`src/hdl/bank_strobe_pkg.sv`:
```
// Purpose: constants for the dram bank strobe decode
// Assumes: 32-bit local address, four row strobes
// Notes: bank size field encodings and address bit positions
package bank_strobe_pkg;
    // ==========================================
    // bank size field
    localparam int SIZE_FIELD_HI = 2;
    localparam int SIZE_FIELD_LO = 1;
    localparam int INTERLEAVE_BIT = 0;
    localparam logic [1:0] SIZE_1MB = 2'h0;
    localparam logic [1:0] SIZE_4MB = 2'h1;
    localparam logic [1:0] SIZE_16MB = 2'h2;
    localparam logic [1:0] SIZE_64MB = 2'h3;
    // ==========================================
    // lowest bank select bit for each size
    localparam int SEL_LO_1MB = 20;
    localparam int SEL_LO_4MB = 22;
    localparam int SEL_LO_16MB = 24;
    localparam int SEL_LO_64MB = 26;
    // ==========================================
    // strobes and reset values
    localparam int NUM_STROBES = 4;
    localparam logic [3:0] STROBES_IDLE_N = 4'hf;
    localparam logic [3:0] PAIR_LOW = 4'h3;
    localparam logic [3:0] PAIR_HIGH = 4'hc;
    localparam logic [3:0] ONE_STROBE = 4'h1;
    localparam logic [31:0] BOOT_RECORD_ADDR = 32'hfeffff30;
    localparam logic [31:0] CONFIG_RESET = 32'h00000000;
    localparam logic [31:0] BASE_RESET = 32'h00000000;
endpackage : bank_strobe_pkg

```
`src/hdl/bank_select_decode.sv`:
```
// Purpose: combinational choice of row strobes from an address
// Assumes: size code and interleave flag already registered
// Notes: active high one-hot or pair output
`timescale 1ns/100ps
module bank_select_decode
    import bank_strobe_pkg::*;
(
    // decode inputs
    input wire logic [31:0] addr_in,
    input wire logic [1:0] size_in,
    input wire logic interleave_in,
    // decode result
    output logic [NUM_STROBES-1:0] select_out,
    output logic [1:0] bank_bits_out
);
    // ==========================================
    // bank bit extraction
    function automatic logic [1:0] bank_bits(input logic [31:0] a, input logic [1:0] s);
        logic [1:0] r;
        r = a[SEL_LO_1MB +: 2];
        if (s == SIZE_4MB) begin
            r = a[SEL_LO_4MB +: 2];
        end else if (s == SIZE_16MB) begin
            r = a[SEL_LO_16MB +: 2];
        end else if (s == SIZE_64MB) begin
            r = a[SEL_LO_64MB +: 2];
        end
        return r;
    endfunction : bank_bits

    // absolute address bits, never base-relative
    wire logic [1:0] bits_w = bank_bits(addr_in, size_in);
    wire logic [3:0] single_w = ONE_STROBE << bits_w;
    wire logic [3:0] pair_w = bits_w[1] ? PAIR_HIGH : PAIR_LOW;

    assign bank_bits_out = bits_w;
    assign select_out = interleave_in ? pair_w : single_w;
endmodule : bank_select_decode

```
`src/hdl/dram_bank_strobe_decode.sv`:
```
// Purpose: drive dram row strobes from local bus address
// Assumes: one clock domain, access request from local bus logic
// Notes: config and base words loaded by local bus config port
//        bank bits come from the absolute address, so a base that is
//        not on a four-bank boundary can strobe an empty bank
//        strap pin is resynchronised and read once after reset
`timescale 1ns/100ps
// Summary of operation
// - supports one to four dram banks, each on its own row strobe
// - two-bit size field picks 1, 4, 16 or 64 mbyte banks
// - bank bits are the two address bits just above bank size
// - non-interleaved: bank bits select exactly one strobe
// - interleaved: 00/01 drive pair 1:0, 10/11 drive pair 3:2
// - decode uses absolute address, not offset from the base
// - boot fetch after reset goes to fixed boot record address
module dram_bank_strobe_decode
    import bank_strobe_pkg::*;
(
    // clock and reset
    input wire logic clk_in,
    input wire logic reset_n_in,
    // configuration load
    input wire logic config_write_in,
    input wire logic [31:0] config_data_in,
    input wire logic base_write_in,
    input wire logic [31:0] base_data_in,
    input wire logic boot_from_dram_in,
    // access request
    input wire logic access_start_in,
    input wire logic access_end_in,
    input wire logic [31:0] access_addr_in,
    // dram strobes
    output logic row_strobe0_n_out,
    output logic row_strobe1_n_out,
    output logic row_strobe2_n_out,
    output logic row_strobe3_n_out,
    // status
    output logic access_busy_out,
    output logic boot_fetch_pending_out,
    output logic [31:0] dram_bank_config_reg_out,
    output logic [31:0] dram_region_base_reg_out
);
    // ==========================================
    // state
    typedef enum logic [1:0] {
        ST_IDLE = 2'b01,
        ST_ACCESS = 2'b10
    } access_state_e;

    // state and strobes
    access_state_e state_reg, state_next;
    logic [3:0] strobe_n_reg, strobe_n_next;
    // configuration words
    logic [31:0] dram_bank_config_reg;
    logic [31:0] dram_region_base_reg;
    // boot strap chain and boot fetch flag
    logic strap_meta_reg;
    logic strap_sync_reg;
    logic strap_hold_reg;
    logic strap_taken_reg;
    logic boot_fetch_reg;
    // decode result, active high
    logic [3:0] select_w;

    // ==========================================
    // handshake qualifiers
    // a start while busy or an end while idle is dropped, never queued
    wire logic in_idle_w = (state_reg == ST_IDLE);
    wire logic in_access_w = (state_reg == ST_ACCESS);
    wire logic start_take_w = in_idle_w & access_start_in;
    wire logic end_take_w = in_access_w & access_end_in;

    // ==========================================
    // decode
    // first fetch after a dram boot is forced to the boot record
    // limitation: that address has the upper bank bit set at every
    // size, so a dram boot always opens strobe 2 or 3
    wire logic use_boot_w = boot_fetch_reg;
    wire logic [31:0] decode_addr_w = use_boot_w ? BOOT_RECORD_ADDR : access_addr_in;
    wire logic [1:0] size_w = dram_bank_config_reg[SIZE_FIELD_HI:SIZE_FIELD_LO];
    wire logic interleave_w = dram_bank_config_reg[INTERLEAVE_BIT];
    wire logic [3:0] strobe_load_n_w = ~select_w;

    bank_select_decode u_decode (
        .addr_in(decode_addr_w),
        .size_in(size_w),
        .interleave_in(interleave_w),
        .select_out(select_w),
        .bank_bits_out()
    );

    // ==========================================
    // next state
    // one-hot codes: any stray code falls back to idle
    always_comb begin
        state_next = state_reg;
        case (state_reg)
            ST_IDLE: begin
                if (start_take_w) begin
                    state_next = ST_ACCESS;
                end
            end
            ST_ACCESS: begin
                if (end_take_w) begin
                    state_next = ST_IDLE;
                end
            end
            default: begin
                state_next = ST_IDLE;
            end
        endcase
    end

    // ==========================================
    // next strobes
    // strobes load on the start edge and hold until the end edge
    always_comb begin
        strobe_n_next = strobe_n_reg;
        case (state_reg)
            ST_IDLE: begin
                strobe_n_next = STROBES_IDLE_N;
                if (start_take_w) begin
                    strobe_n_next = strobe_load_n_w;
                end
            end
            ST_ACCESS: begin
                if (end_take_w) begin
                    strobe_n_next = STROBES_IDLE_N;
                end
            end
            default: begin
                strobe_n_next = STROBES_IDLE_N;
            end
        endcase
    end

    // ==========================================
    // state and strobe registers
    // strobes come straight from flops so the pins never glitch
    always_ff @(posedge clk_in or negedge reset_n_in) begin
        if (!reset_n_in) begin
            state_reg <= ST_IDLE;
        end else begin
            state_reg <= state_next;
        end
    end

    always_ff @(posedge clk_in or negedge reset_n_in) begin
        if (!reset_n_in) begin
            strobe_n_reg <= STROBES_IDLE_N;
        end else begin
            strobe_n_reg <= strobe_n_next;
        end
    end

    // ==========================================
    // configuration words
    always_ff @(posedge clk_in or negedge reset_n_in) begin
        if (!reset_n_in) begin
            dram_bank_config_reg <= CONFIG_RESET;
        end else if (config_write_in) begin
            dram_bank_config_reg <= config_data_in;
        end
    end

    // base is stored and read back only; no alignment check,
    // placing it on a four-bank boundary is left to software
    always_ff @(posedge clk_in or negedge reset_n_in) begin
        if (!reset_n_in) begin
            dram_region_base_reg <= BASE_RESET;
        end else if (base_write_in) begin
            dram_region_base_reg <= base_data_in;
        end
    end

    // ==========================================
    // boot strap pin
    // board pin, so three flops; no reset here, which lets the
    // chain fill while reset is still held low
    always_ff @(posedge clk_in) begin
        strap_meta_reg <= boot_from_dram_in;
        strap_sync_reg <= strap_meta_reg;
        strap_hold_reg <= strap_sync_reg;
    end

    // the strap counts once the last two stages agree
    wire logic strap_agree_w = (strap_sync_reg == strap_hold_reg);
    wire logic strap_load_w = !strap_taken_reg & strap_agree_w;

    // ==========================================
    // boot fetch flag
    // the strap load wins over an access start in the same cycle
    always_ff @(posedge clk_in or negedge reset_n_in) begin
        if (!reset_n_in) begin
            strap_taken_reg <= 1'b0;
            boot_fetch_reg <= 1'b0;
        end else if (strap_load_w) begin
            strap_taken_reg <= 1'b1;
            boot_fetch_reg <= strap_hold_reg;
        end else if (start_take_w) begin
            boot_fetch_reg <= 1'b0;
        end
    end

    // ==========================================
    // outputs
    // strobe pins, one per bank
    assign row_strobe0_n_out = strobe_n_reg[0];
    assign row_strobe1_n_out = strobe_n_reg[1];
    assign row_strobe2_n_out = strobe_n_reg[2];
    assign row_strobe3_n_out = strobe_n_reg[3];
    // status and read-back words
    assign access_busy_out = in_access_w;
    assign boot_fetch_pending_out = boot_fetch_reg;
    assign dram_bank_config_reg_out = dram_bank_config_reg;
    assign dram_region_base_reg_out = dram_region_base_reg;
endmodule : dram_bank_strobe_decode

```
`config.mk`:
```
export PLATFORM = sky130hd
export DESIGN_NAME = dram_bank_strobe_decode
export DESIGN_NICKNAME = d
export VERILOG_FILES = /design/src/hdl/bank_strobe_pkg.sv /design/src/hdl/bank_select_decode.sv /design/src/hdl/dram_bank_strobe_decode.sv
export SDC_FILE = /design/constraint.sdc
export NUM_CORES = 1
export LEC_CHECK = 0
export BUFFER_PORTS_ARGS = -buffer_cell sky130_fd_sc_hd__buf_2
export CAP_MARGIN = 20
export CORE_MARGIN = 5
export CORE_UTILIZATION = 43
export CTS_CLUSTER_DIAMETER = 60
export DETAILED_ROUTE_END_ITERATION = 10
export GPL_TIMING_DRIVEN = 0
export PLACE_DENSITY = 0.83
export SLEW_MARGIN = 20
export SYNTH_ARGS = -nofsm -noshare
export SYNTH_HDL_FRONTEND = slang
export SYNTH_SLANG_ARGS = --single-unit
```
`constraint.sdc`:
```
create_clock -name clk_in -period 1.6 [get_ports clk_in]
set_clock_uncertainty 0.05 [all_clocks]
set_input_delay 0.16 -clock clk_in [delete_from_list [all_inputs] [get_ports clk_in]]
set_output_delay 0.16 -clock clk_in [all_outputs]
set_load 0.01 [all_outputs]
```
### Word level (Yosys, flattened, before mapping)

Cells that the tools add are included.

| cells by class | value |
|---|---|
| eq/ne operators | 8 |
| shift-type cells | 1 |
| mux-type cells | 14 |
| bitwise gates (word level) | 4 |
| reductions and logical operators | 3 |

Operators with widths:

| cell | count |
|---|---|
| $mux 28 | 1 |
| $mux 4 | 4 |
| $mux 2 | 5 |
| $pmux 4 s2 | 1 |
| $eq 2x2->1 const B | 3 |
| $eq 2x1->1 const B | 2 |
| $ne 2x1->1 const B | 2 |
| $not 4->4 | 1 |
| $pmux 2 s2 | 1 |
| $shl 1x2->4 const A | 1 |
| $and 1x1->1 | 3 |
| $mux 1 | 2 |
| $reduce_and 2->1 | 1 |
| $reduce_bool 2->1 | 1 |
| $eq 1x1->1 | 1 |
| $logic_not 1->1 | 1 |

| word-level totals | value |
|---|---|
| register bits | 75 |
| output and inout port bits | 70 |
| word-level logic and storage cells | 39 |

### Logic depth before layout (Yosys ltp)

Gate-level depths: netlist (run 1).

| depth | value |
|---|---|
| depth after elaboration | 9 |
| mapped depth | 5 |

### Cells and area by module

From an unflattened synthesis (run 1), not the netlist that was laid out.

| unflattened totals | value |
|---|---|
| cell total of the unflattened synthesis | 209 |
| area, all modules | 3,305.7 µm² |

By module, submodules not included:

| module | times used | cells each | area an instance (µm²) | sequential area each (µm²) |
|---|---|---|---|---|
| dram_bank_strobe_decode | 1 | 202 | 3,226.8 | 1,868.0 |
| bank_select_decode | 1 | 7 | 78.8 | 0.0 |

### Worst setup path before layout (run 1)

Ideal clock, no wire load.

| path | value |
|---|---|
| kind | register to register |
| start | register dram_bank_config_reg[2], in the netlist dram_bank_config_reg_out[2] |
| end | register strobe_n_reg[3] |
| library setup time | 83 ps |
| data arrival time | 1,245 ps |
| data required time | 1,467 ps |
| path slack | 221 ps |
| cell stages (with the launch flop) | 6 |
| clock period less this slack | 1,379 ps |
| cells stage by stage | dfrtp_1 buf_6 mux2i_1 a22oi_2 inv_2 o32a_1 |

| on the way | value |
|---|---|
| word-level cells in the longest chain between the ends | 9 |
| elaborated cells on any way between the ends | 12 |

Ends and longest elaborated chain:

| item | line | RTL |
|---|---|---|
| from (decl) | dram_bank_strobe_decode.sv:54 | `logic [31:0] dram_bank_config_reg;` |
| from (signal assigned) | dram_bank_strobe_decode.sv:162 | `dram_bank_config_reg <= config_data_in;` |
| $eq 2x2->1 | bank_select_decode.sv:25 | `end else if (s == SIZE_64MB) begin` |
| $mux 2 | bank_select_decode.sv:25 |  |
| $mux 2 | bank_select_decode.sv:23 | `end else if (s == SIZE_16MB) begin` |
| $mux 2 * | bank_select_decode.sv:21 | `if (s == SIZE_4MB) begin` |
| $shl 1x2->4 or $mux 4 (tied branches) | bank_select_decode.sv:33, bank_select_decode.sv:34 |  |
| $mux 4 * | bank_select_decode.sv:37 | `assign select_out = interleave_in ? pair_w : single_w;` |
| $not 4->4 * | dram_bank_strobe_decode.sv:82 | `wire logic [3:0] strobe_load_n_w = ~select_w;` |
| $mux 4 * | dram_bank_strobe_decode.sv:122 | `if (start_take_w) begin` |
| $pmux 4 s2 * | dram_bank_strobe_decode.sv:119 | `case (state_reg)` |
| to (signal assigned) | dram_bank_strobe_decode.sv:152 | `strobe_n_reg <= strobe_n_next;` |
| to (decl) | dram_bank_strobe_decode.sv:52 | `logic [3:0] strobe_n_reg, strobe_n_next;` |

Mark *: on every way between the ends. The rest lies on a longest branch, timed or not.
A chain may end at the register's enable or synchronous reset.

### Worst setup path after layout (run 1)

Same ends and word-level chain as after synthesis.

==> metrics.txt, run 1 <==
fin crit share=between 80 and 90%; sequential area share after synthesis=~66%; Peak Freq=about 720 MHz; Int Pwr=3320 uW; Lkg Pwr=approximately 0.0021 uW; critical path type=flop to flop; die width=91.4 um; Nets=between 400 and 500; Area after DPL=roughly 3700 sq um; Antenna diodes=0; Synth warnings=0; startpoint types=flop; xor/xnor share of the synthesized area=less than 1%; Port Buffers=146; H-tree depth=3; DRT Wirelength=7140 um; Clock transition at path regs=about 0.07 ns; GPL Wtd Cong=0.748; first-pass GRT wire length=between 10000 and 15000 um; main combinational cell family by area after synthesis=multiplexers; detailed placement HPWL=slightly below 5000 um; met3 wire len=611 um; Synth Area in Compound Gates=2.68%; largest net degree at the start of global routing=38; Top delay family on crit path=compound AO/OA/AOI/OAI gates; Iter 0 DRT Violations=just over 40; DIE AREA=between 8000 and 9000 sq um; setup_tns=0 ns; cell count after synthesis=183; CTS Buffer Depth=2; headroom to the max-slew limit=about two thirds; TritonCTS Sinks=between 70 and 80; DRC=0; most common cell after layout, fill and taps aside=buf_2; Num CTS Buffers=9; io pins=about 170; unrepaired setup endpoints after global routing=false; Unique masters post-synth=27; GR Overflow Total=0; share of cells above drive strength 1=59.9%; crit path buf inv count=2; Mean Syn Cell Area=about 16 sq um; simple logic cell fraction of the synthesized area=about 2.9%; fin worst setup slack=~0.22 ns; Slew @ Worst Pin=about 0.48 ns; Core Area=about 6400 sq um; WL per Instance=around 15 um; DRT Pass-1 Iters=4; mux contribution to synthesized area=25.9%; final instance area=4410 sq um; crit path max-delay cell type=dfrtp_1; hold_ws=0.0207 ns; Adder-Cell Fraction of Synth Area=0%; Sw Share=about a quarter; met1 wire length=approximately 2500 um; max-slew violations=0; Worst-Skew Late Latency=0.33 ns; Psw=1110 uW; mapped cell area=~2900 sq um; VDD IR-drop max=a little under 0.0007 V; crit path time final=between 1 and 1.5 ns; pwr dens=just over 1000 nW/um^2; Max Cap Viol=0; Hold Vio Cnt, Final=0; Clk pwr share=a little under a third; Tot GR Track Use=17.8%; die span in y=91.4 um; register share of total power=49.5%; slowest cell delay on critical path=around 0.38 ns; #FFs+latches synth=between 70 and 80; num rows=29; Area Overhead vs Synth=54.5%; Met2 Routed Length=between 3000 and 4000 um; via/cell ratio=between 4 and 5; Pwr Total=4430 uW; highest metal used=met4; CP Cell Sequence=buf_6, mux2i_1, a22oi_2, inv_2, o32a_1; Max FO, Critical Path=6; Worst EP required=roughly 1.8 ns; CTS tree=done; CP arrival=1.59 ns; DP Worst Slack=0.219 ns; outcome=finished clean; vias in the first global route=roughly 2600; Gate power share=around a fifth; initial antenna violation count=0; antenna viol nets, final=0; HP Class=primary input to flop; critical path capture point type=flop; Clk Tree Root Cell=clkbuf_8; via count=about 2200; most frequent cells in the layout=buf_2 (151), dfrtp_1 (67), mux2_2 (61), dlygate4sd3_1 (51), clkbuf_8 (10); setup violators final=0; initial core utilization=~45%; syn_nets=286
[synthesized netlist by cell type]
| library cell | number | area, sq um |
|---|---|---|
| buf_4 | 1 | 7.51 |
| and2b_1 | 1 | 7.51 |
| buf_6 | 1 | 11.3 |
| a22oi_2 | 1 | 12.5 |
| a21oi_1 | 1 | 5.00 |
| mux2_2 | 61 | 687 |
| nand2_1 | 4 | 15.0 |
| a31oi_1 | 3 | 18.8 |
| nor4_1 | 1 | 6.26 |
| dfrtp_1 | 67 | 1680 |
| o21ai_0 | 2 | 10.0 |
| dfxtp_1 | 3 | 60.1 |
| mux2_1 | 2 | 22.5 |
| nand3b_1 | 2 | 15.0 |
| inv_1 | 4 | 15.0 |
| inv_2 | 1 | 3.75 |
| nand2b_1 | 3 | 18.8 |
| buf_2 | 6 | 30.0 |
| o2bb2ai_1 | 1 | 8.76 |
| nor2_1 | 4 | 15.0 |
| dfstp_2 | 5 | 131 |
| xor2_1 | 1 | 8.76 |
| mux2i_1 | 3 | 30.0 |
| nor2b_1 | 1 | 6.26 |
| clkbuf_1 | 2 | 7.51 |
| o32a_1 | 1 | 10.0 |
| o32a_2 | 1 | 11.3 |
[layout make-up]
type | instances | area [sq um]
Tap cell | 77 | 96.3
Sequential cell | 75 | 1870
Fill cell | 465 | 1980
Timing Repair Buffer | 198 | 1260
Multi-Input combinational cell | 93 | 908
Clock inverter | 4 | 50.0
Inverter | 5 | 18.8
Clock buffer | 12 | 145
Buffer | 10 | 56.3
[routing by layer]
layer  up-vias  global-route usage [%]
met2        94                    31.9
li1       1053                       -
met4         0                    8.44
met1      1070                    18.7
met3        19                    5.79
met5         -                       0
[power by group through the flow]
stage	Combinational, uW	Sequential (uW)	Clock [uW]
2_1_floorplan	276	2310	0
3_3_place_gp	705	2210	0
3_5_place_dp	731	2230	0
4_1_cts	832	2190	1470
5_1_grt	903	2220	1550
6_report	824	2190	1410
[path summary, 6_finish.rpt]
check | startpoint | to | slack [ns] | cells after the start
setup reg to reg | dram_bank_config_reg_out[2] | strobe_n_reg[3] | 0.22 | 5
hold / removal | config_data_in[11] | dram_bank_config_reg_out[11] | 0.02 | 2
hold reg to reg | strap_meta_reg | strap_sync_reg | 0.28 | 0
max in group asynchronous | reset_n_in | dram_region_base_reg_out[7] | 0.66 | 3
min in group asynchronous | reset_n_in | dram_bank_config_reg_out[16] | 0.27 | 2
setup / recovery | dram_bank_config_reg_out[2] | strobe_n_reg[3] | 0.22 | 5
[worst register-to-register path, stage by stage, from the launching register on]
cell     delay, ns
dfrtp_1       0.38
buf_6         0.14
mux2i_1       0.12
a22oi_2       0.25
inv_2         0.06
o32a_1        0.32
[cells by family after synthesis]
| family | Yosys count |
|---|---|
| buffers and inverters | 15 |
| xor gates and xnor gates | 1 |
| muxes | 66 |
| AOI/OAI and AO/OA | 10 |
| and+or+nand+nor | 16 |
| DFF | 75 |
[through the flow]
step	std cells	utilization [%]
after CTS	474	69.0
after global placement	406	57.6
final	474	69.0
after floorplan	183	-
after detailed placement	407	58.0
after global routing	474	69.0
[timing repair]
action                    CTS  global route
buffers inserted            0             0
hold endpoints to repair   81             0
hold buffers               51             0
gates resized for setup     0             0
Note: power is estimated with default switching activity, not from simulation.
==> run 2: changes to the inputs <==
HOLD_SLACK_MARGIN = 0.03   (was unset)
==> run 2 against run 1 <==
  * Sequential power hardly changed
  * Via count rose by 4.2%
  * Combinational power up 3.8%
  * Register-to-register slack lost 0.02 ns
  * Global-route usage up 1.1 points
  * Critical path type unchanged
  * Critical endpoint unchanged
  * Highest routed layer unchanged
==> metrics.txt, run 2 (synthesis results as in run 1) <==
largest net degree at the start of global routing=38 (unchanged); Psw=1120 uW (+1.4%); most frequent cells in the layout=buf_2 (151), dfrtp_1 (67), dlygate4sd3_1 (66), mux2_2 (61), clkbuf_8 (10); Hold Vio Cnt, Final=0 (unchanged); Core Area=6390 sq um (unchanged); Clk pwr share=31.7% (-0.2 points); initial antenna violation count=0 (unchanged); setup violators final=0 (unchanged); CP arrival=1.61 ns (+0.02 ns); Hold Crit Start=base_write_in; io pins=173 (unchanged); Clock transition at path regs=0.08 ns (about the same); Top delay family on crit path=compound AO/OA/AOI/OAI gates; final core occ=71.4% (+2.4 points); outcome=finished clean; Pwr Total=4470 uW (+0.88%); pwr dens=981 nW/um^2 (-2.4%); Worst EP required=1.81 ns (about the same); crit path buf inv count=2 (unchanged); Port Buffers=146 (unchanged); Int Pwr=3340 uW (+0.72%); filler instances=444 (-4.5%); R2R Path Start=dram_bank_config_reg_out[2]; register share of total power=49.1% (-0.4 points); Gate power share=19.1% (+0.5 points); via count=2331 (+4.2%); Met2 Routed Length=4090 um (+6.1%); Antenna diodes=0 (unchanged); vias in the first global route=2701 (+4.3%); crit path max-delay cell type=dfrtp_1; Sw Share=25.2% (+0.12 points); Worst-Skew Late Latency=0.33 ns (about the same); TritonCTS Sinks=75 (unchanged); HP Class=primary input to flop; die width=91.4 um (unchanged); DRC=0 (unchanged); Peak Freq=716 MHz (-1.1%); most common cell after layout, fill and taps aside=buf_2; DIE AREA=8360 sq um (unchanged); die span in y=91.4 um (unchanged); Tot GR Track Use=18.9% (+1.1 points); num rows=29 (unchanged); DRT Pass-1 Iters=4 (unchanged); unrepaired setup endpoints after global routing=false; Area Overhead vs Synth=59.8%; slowest cell delay on critical path=0.39 ns (about the same); first-pass GRT wire length=12800 um (+5.8%); H-tree depth=3 (unchanged); CTS Buffer Depth=2 (unchanged); max-slew violations=0 (unchanged); Iter 0 DRT Violations=32 (-22%); met1 wire length=2550 um (+2.5%); share of cells above drive strength 1=57.8% (-2.2 points); critical path capture point type=flop; GPL Wtd Cong=0.748 (unchanged); GR Overflow Total=0 (unchanged); Max Cap Viol=0 (unchanged); CTS tree=done; Slew @ Worst Pin=0.473 ns (-0.00179 ns); Setup crit start=dram_bank_config_reg_out[2]; startpoint types=flop; Num CTS Buffers=9 (unchanged); via/cell ratio=4.77 (+1.1%); CTS resizes=0 (unchanged); initial core utilization=44.7% (unchanged); Clk Tree Root Cell=clkbuf_8; fin crit share=87.3% (+0.95 points); Setup Buffers After CTS=0 (unchanged); crit path time final=1.40 ns (+0.0152 ns); WL per Instance=15.5 um (+2.8%); DRT Wirelength=7570 um (+6.1%); Max FO, Critical Path=6 (unchanged); Lkg Pwr=0.00219 uW (+2.9%); critical path type=flop to flop; CP Cell Sequence=buf_6, mux2i_1, a22oi_2, inv_2, o32a_1; Nets=510 (+3.0%); met3 wire len=652 um (+6.7%); VDD IR-drop max=0.000623 V (-9.6%); antenna viol nets, final=0 (unchanged); headroom to the max-slew limit=68.4% (+0.12 points); highest metal used=met4; detailed placement HPWL=4830 um (unchanged)
==> run 2: cell count changes in the layout (fill, tap and decap cells not counted) <==
cell / delta
dlygate4sd3_1: +15
==> run 2: what timing repair did <==
action | CTS | global route
hold buffers | 66 | 0
setup endpoints to repair | 0 | 0
hold endpoints to repair | 96 | 0
==> run 2: power groups by stage <==
stage | clock network [uW] | logic, uW | registers, uW
final | 1420 | 855 | 2190
after global routing | 1550 | 936 | 2220
after CTS | 1470 | 860 | 2190
after detailed placement | 0 | 731 | 2230
after global placement | 0 | 705 | 2210
after floorplan | 0 | 276 | 2310
==> run 2: stage by stage <==
step                hold slack (ns)  setup TNS [ns]  area (sq um)  worst slack [ns]  std cells
global placement              0.214          -0.571          3680           -0.0120        406
CTS                           0.138               0          4560             0.211        489
global route                  0.162               0          4560            0.0451        489
finish                        0.152               0          4560             0.204        489
detailed placement           0.0954               0          3700             0.219        407
floorplan                    -0.186               0          2850             0.221        183
==> run 2: worst paths after layout <==
check                      cells after the start  slack, ns                            to
setup / recovery                               5       0.20               strobe_n_reg[3]
hold / removal                                 2       0.15  dram_region_base_reg_out[31]
setup reg to reg                               5       0.20               strobe_n_reg[3]
hold reg to reg                                0       0.28                strap_sync_reg
max in group asynchronous                      3       0.65   dram_region_base_reg_out[7]
min in group asynchronous                      2       0.28  dram_bank_config_reg_out[16]
==> run 2: worst register-to-register path, cell delays in order (launching register included) <==
cell and delay [ns]:
dfrtp_1 0.39, buf_6 0.14, mux2i_1 0.12, a22oi_2 0.25
inv_2 0.06, o32a_1 0.32
==> run 2: cell type report <==
cell class | count | area, sq um | area share, %
Sequential cell | 75 | 1870 | 41.0
Clock inverter | 4 | 50.0 | 1.10
Inverter | 5 | 18.8 | 0.412
Tap cell | 77 | 96.3 | 2.11
Timing Repair Buffer | 213 | 1410 | 31.0
Multi-Input combinational cell | 93 | 908 | 19.9
Buffer | 10 | 56.3 | 1.24
Clock buffer | 12 | 145 | 3.19
==> run 2: routing by layer <==
| metal | track usage, % | up-vias |
|---|---|---|
| met4 | 9.78 | 0 |
| li1 | - | 1086 |
| met1 | 20.0 | 1123 |
| met5 | 0 | - |
| met2 | 33.4 | 94 |
| met3 | 6.20 | 28 |
==> run 3: changes to the inputs <==
ABC_CLOCK_PERIOD_IN_PS = 1600   (was unset)
RECOVER_POWER = 25   (was unset)
==> run 3 against run 2 <==
  * Die area unchanged
  * Total power is essentially flat
  * Clock power about the same
  * Largest power group unchanged
  * Critical path depth unchanged
  * Clock-buffer cell count is the same
  * Global-route usage unchanged
  * Via count unchanged
  * Routed wire length hardly changed
  * Non-clock buffer count did not move
  * First-iteration DRC count did not move
==> metrics.txt, run 3 (synthesis results as in run 1) <==
Clk pwr share=31.8% (about the same); Int Pwr=3340 uW (about the same); Core Area=6390 sq um (unchanged); filler instances=444 (unchanged); met3 Track Usage GR=6.20% (unchanged); Worst Setup EP=strobe_n_reg[3]; Clk Tree Root Cell=clkbuf_8; Tot GR Track Use=18.9% (unchanged); R2R setup slack=0.20 ns (about the same); Num CTS Buffers=9 (unchanged); VDD IR-drop max=0.000623 V (about the same); CP arrival=1.61 ns (about the same); reg-to-reg endpoint=strobe_n_reg[3]; R2R Path Start=dram_bank_config_reg_out[2]; Worst-Skew Late Latency=0.33 ns (about the same); register share of total power=49.1% (about the same); share of cells above drive strength 1=57.8% (unchanged); Psw=1120 uW (about the same); routing usage on met2=33.4% (unchanged); Hold Vio Cnt, Final=0 (unchanged); final core occ=71.3% (about the same); die span in y=91.4 um (unchanged); GPL Wtd Cong=0.748 (unchanged); setup violators final=0 (unchanged); Setup crit start=dram_bank_config_reg_out[2]; antenna viol nets, final=0 (unchanged); dpl cells=407 (unchanged); Max FO, Critical Path=6 (unchanged); Finished Layout Cells=489 (unchanged); critical path type=flop to flop; Port Buffers=146 (unchanged); headroom to the max-slew limit=38.4% (-30 points); HP Class=primary input to flop; io pins=173 (unchanged); WL per Instance=15.5 um (about the same); CTS tree=done; global route hottest layer=met2; most common cell after layout, fill and taps aside=buf_2; CTS resizes=0 (unchanged); Clock transition at path regs=0.08 ns (about the same); Gate power share=19.1% (about the same); num rows=29 (unchanged); initial antenna violation count=0 (unchanged); setup_tns=0 ns (unchanged); unrepaired setup endpoints after global routing=false; startpoint types=flop; CTS Buffer Depth=2 (unchanged); critical path capture point type=flop; DRT Wirelength=7570 um (about the same); H-tree depth=3 (unchanged); Iter 0 DRT Violations=32 (unchanged); Slew @ Worst Pin=0.925 ns (+0.451 ns); Worst EP required=1.81 ns (about the same); DRT Pass-1 Iters=4 (unchanged); max-slew violations=0 (unchanged); Nets=510 (unchanged); cells on worst reg2reg path=5 (unchanged); initial core utilization=44.7% (unchanged); crit path time final=1.40 ns (unchanged); vias in the first global route=2701 (unchanged); most frequent cells in the layout=buf_2 (151), dfrtp_1 (67), dlygate4sd3_1 (66), mux2_2 (61), clkbuf_8 (10); via/cell ratio=4.77 (unchanged); TritonCTS Sinks=75 (unchanged); GRT met1 Usage=20.0% (unchanged); Antenna diodes=0 (unchanged); detailed placement HPWL=4830 um (unchanged); Sw Share=25.2% (about the same); via count=2331 (unchanged); Lkg Pwr=0.00219 uW (about the same); DIE AREA=8360 sq um (unchanged); outcome=finished clean; largest net degree at the start of global routing=38 (unchanged); Area Overhead vs Synth=59.7% (about the same); die width=91.4 um (unchanged); multi-input combinational cell area=908 sq um (unchanged); pwr dens=981 nW/um^2 (about the same); fin crit share=87.3% (unchanged); Setup Buffers After CTS=0 (unchanged); DRC=0 (unchanged); Peak Freq=716 MHz (unchanged); Seq. cell area=1870 sq um (unchanged); first-pass GRT wire length=12800 um (unchanged); Max Cap Viol=0 (unchanged); GR Overflow Total=0 (unchanged)
run 3: cell count changes in the layout (fill, tap and decap cells not counted):
cell      delta
buf_4        -1
clkbuf_2     +1
run 3: cell type report:
cell class,count,share of cell area [%]
inverters,5,0.412
flip-flops and latches,75,41.0
well taps,77,2.12
clock buffers,12,3.19
clock inverters,4,1.10
plain buffers,10,1.24
multi-input cells,93,19.9
repair buffers,213,31.0
run 3: worst min-delay path by stage:
stage,startpoint,end,slack (ns),cells after the start
4_1_cts,base_write_in,dram_region_base_reg_out[31],0.14,2
3_3_place_gp,boot_from_dram_in,strap_meta_reg,0.21,1
3_5_place_dp,reset_n_in,dram_bank_config_reg_out[12],0.1,1
5_1_grt,base_write_in,dram_region_base_reg_out[31],0.16,2
6_report,base_write_in,dram_region_base_reg_out[31],0.15,2
2_1_floorplan,reset_n_in,boot_fetch_pending_out,-0.19,0
run 3: layer usage:
| layer | vias to the layer above | share of wire [%] |
|---|---|---|
| met2 | 94 | 54 |
| li1 | 1086 | - |
| met3 | 28 | 8.6 |
| met5 | - | 0 |
| met4 | 0 | 3.7 |
| met1 | 1123 | 34 |
run 3: what timing repair did:
item / 4_1_cts / 5_1_grt
setup endpoints to repair: 0 / 0
hold endpoints to repair: 96 / 0
hold buffers: 66 / 0
run 3: worst max-delay path, cell delays in order, from the launching register on:
cell     delay, ns
dfrtp_1       0.39
buf_6         0.14
mux2i_1       0.12
a22oi_2       0.25
inv_2         0.06
o32a_1        0.32
run 3: power by group through the flow:
stage | combinational, uW | clock [uW] | sequential [uW]
after global placement | 705 | 0 | 2210
after CTS | 860 | 1470 | 2190
after detailed placement | 731 | 0 | 2230
after global routing | 936 | 1550 | 2220
final | 854 | 1420 | 2190
after floorplan | 276 | 0 | 2310
run 3: stage by stage:
stage	total power (uW)	hold WS, ns	area, sq um	setup WS [ns]
3_3_place_gp	2920	0.214	3680	-0.0120
3_5_place_dp	2960	0.0954	3700	0.219
6_report	4470	0.152	4550	0.204
4_1_cts	4520	0.138	4560	0.211
2_1_floorplan	2590	-0.186	2850	0.221
5_1_grt	4710	0.162	4550	0.0451
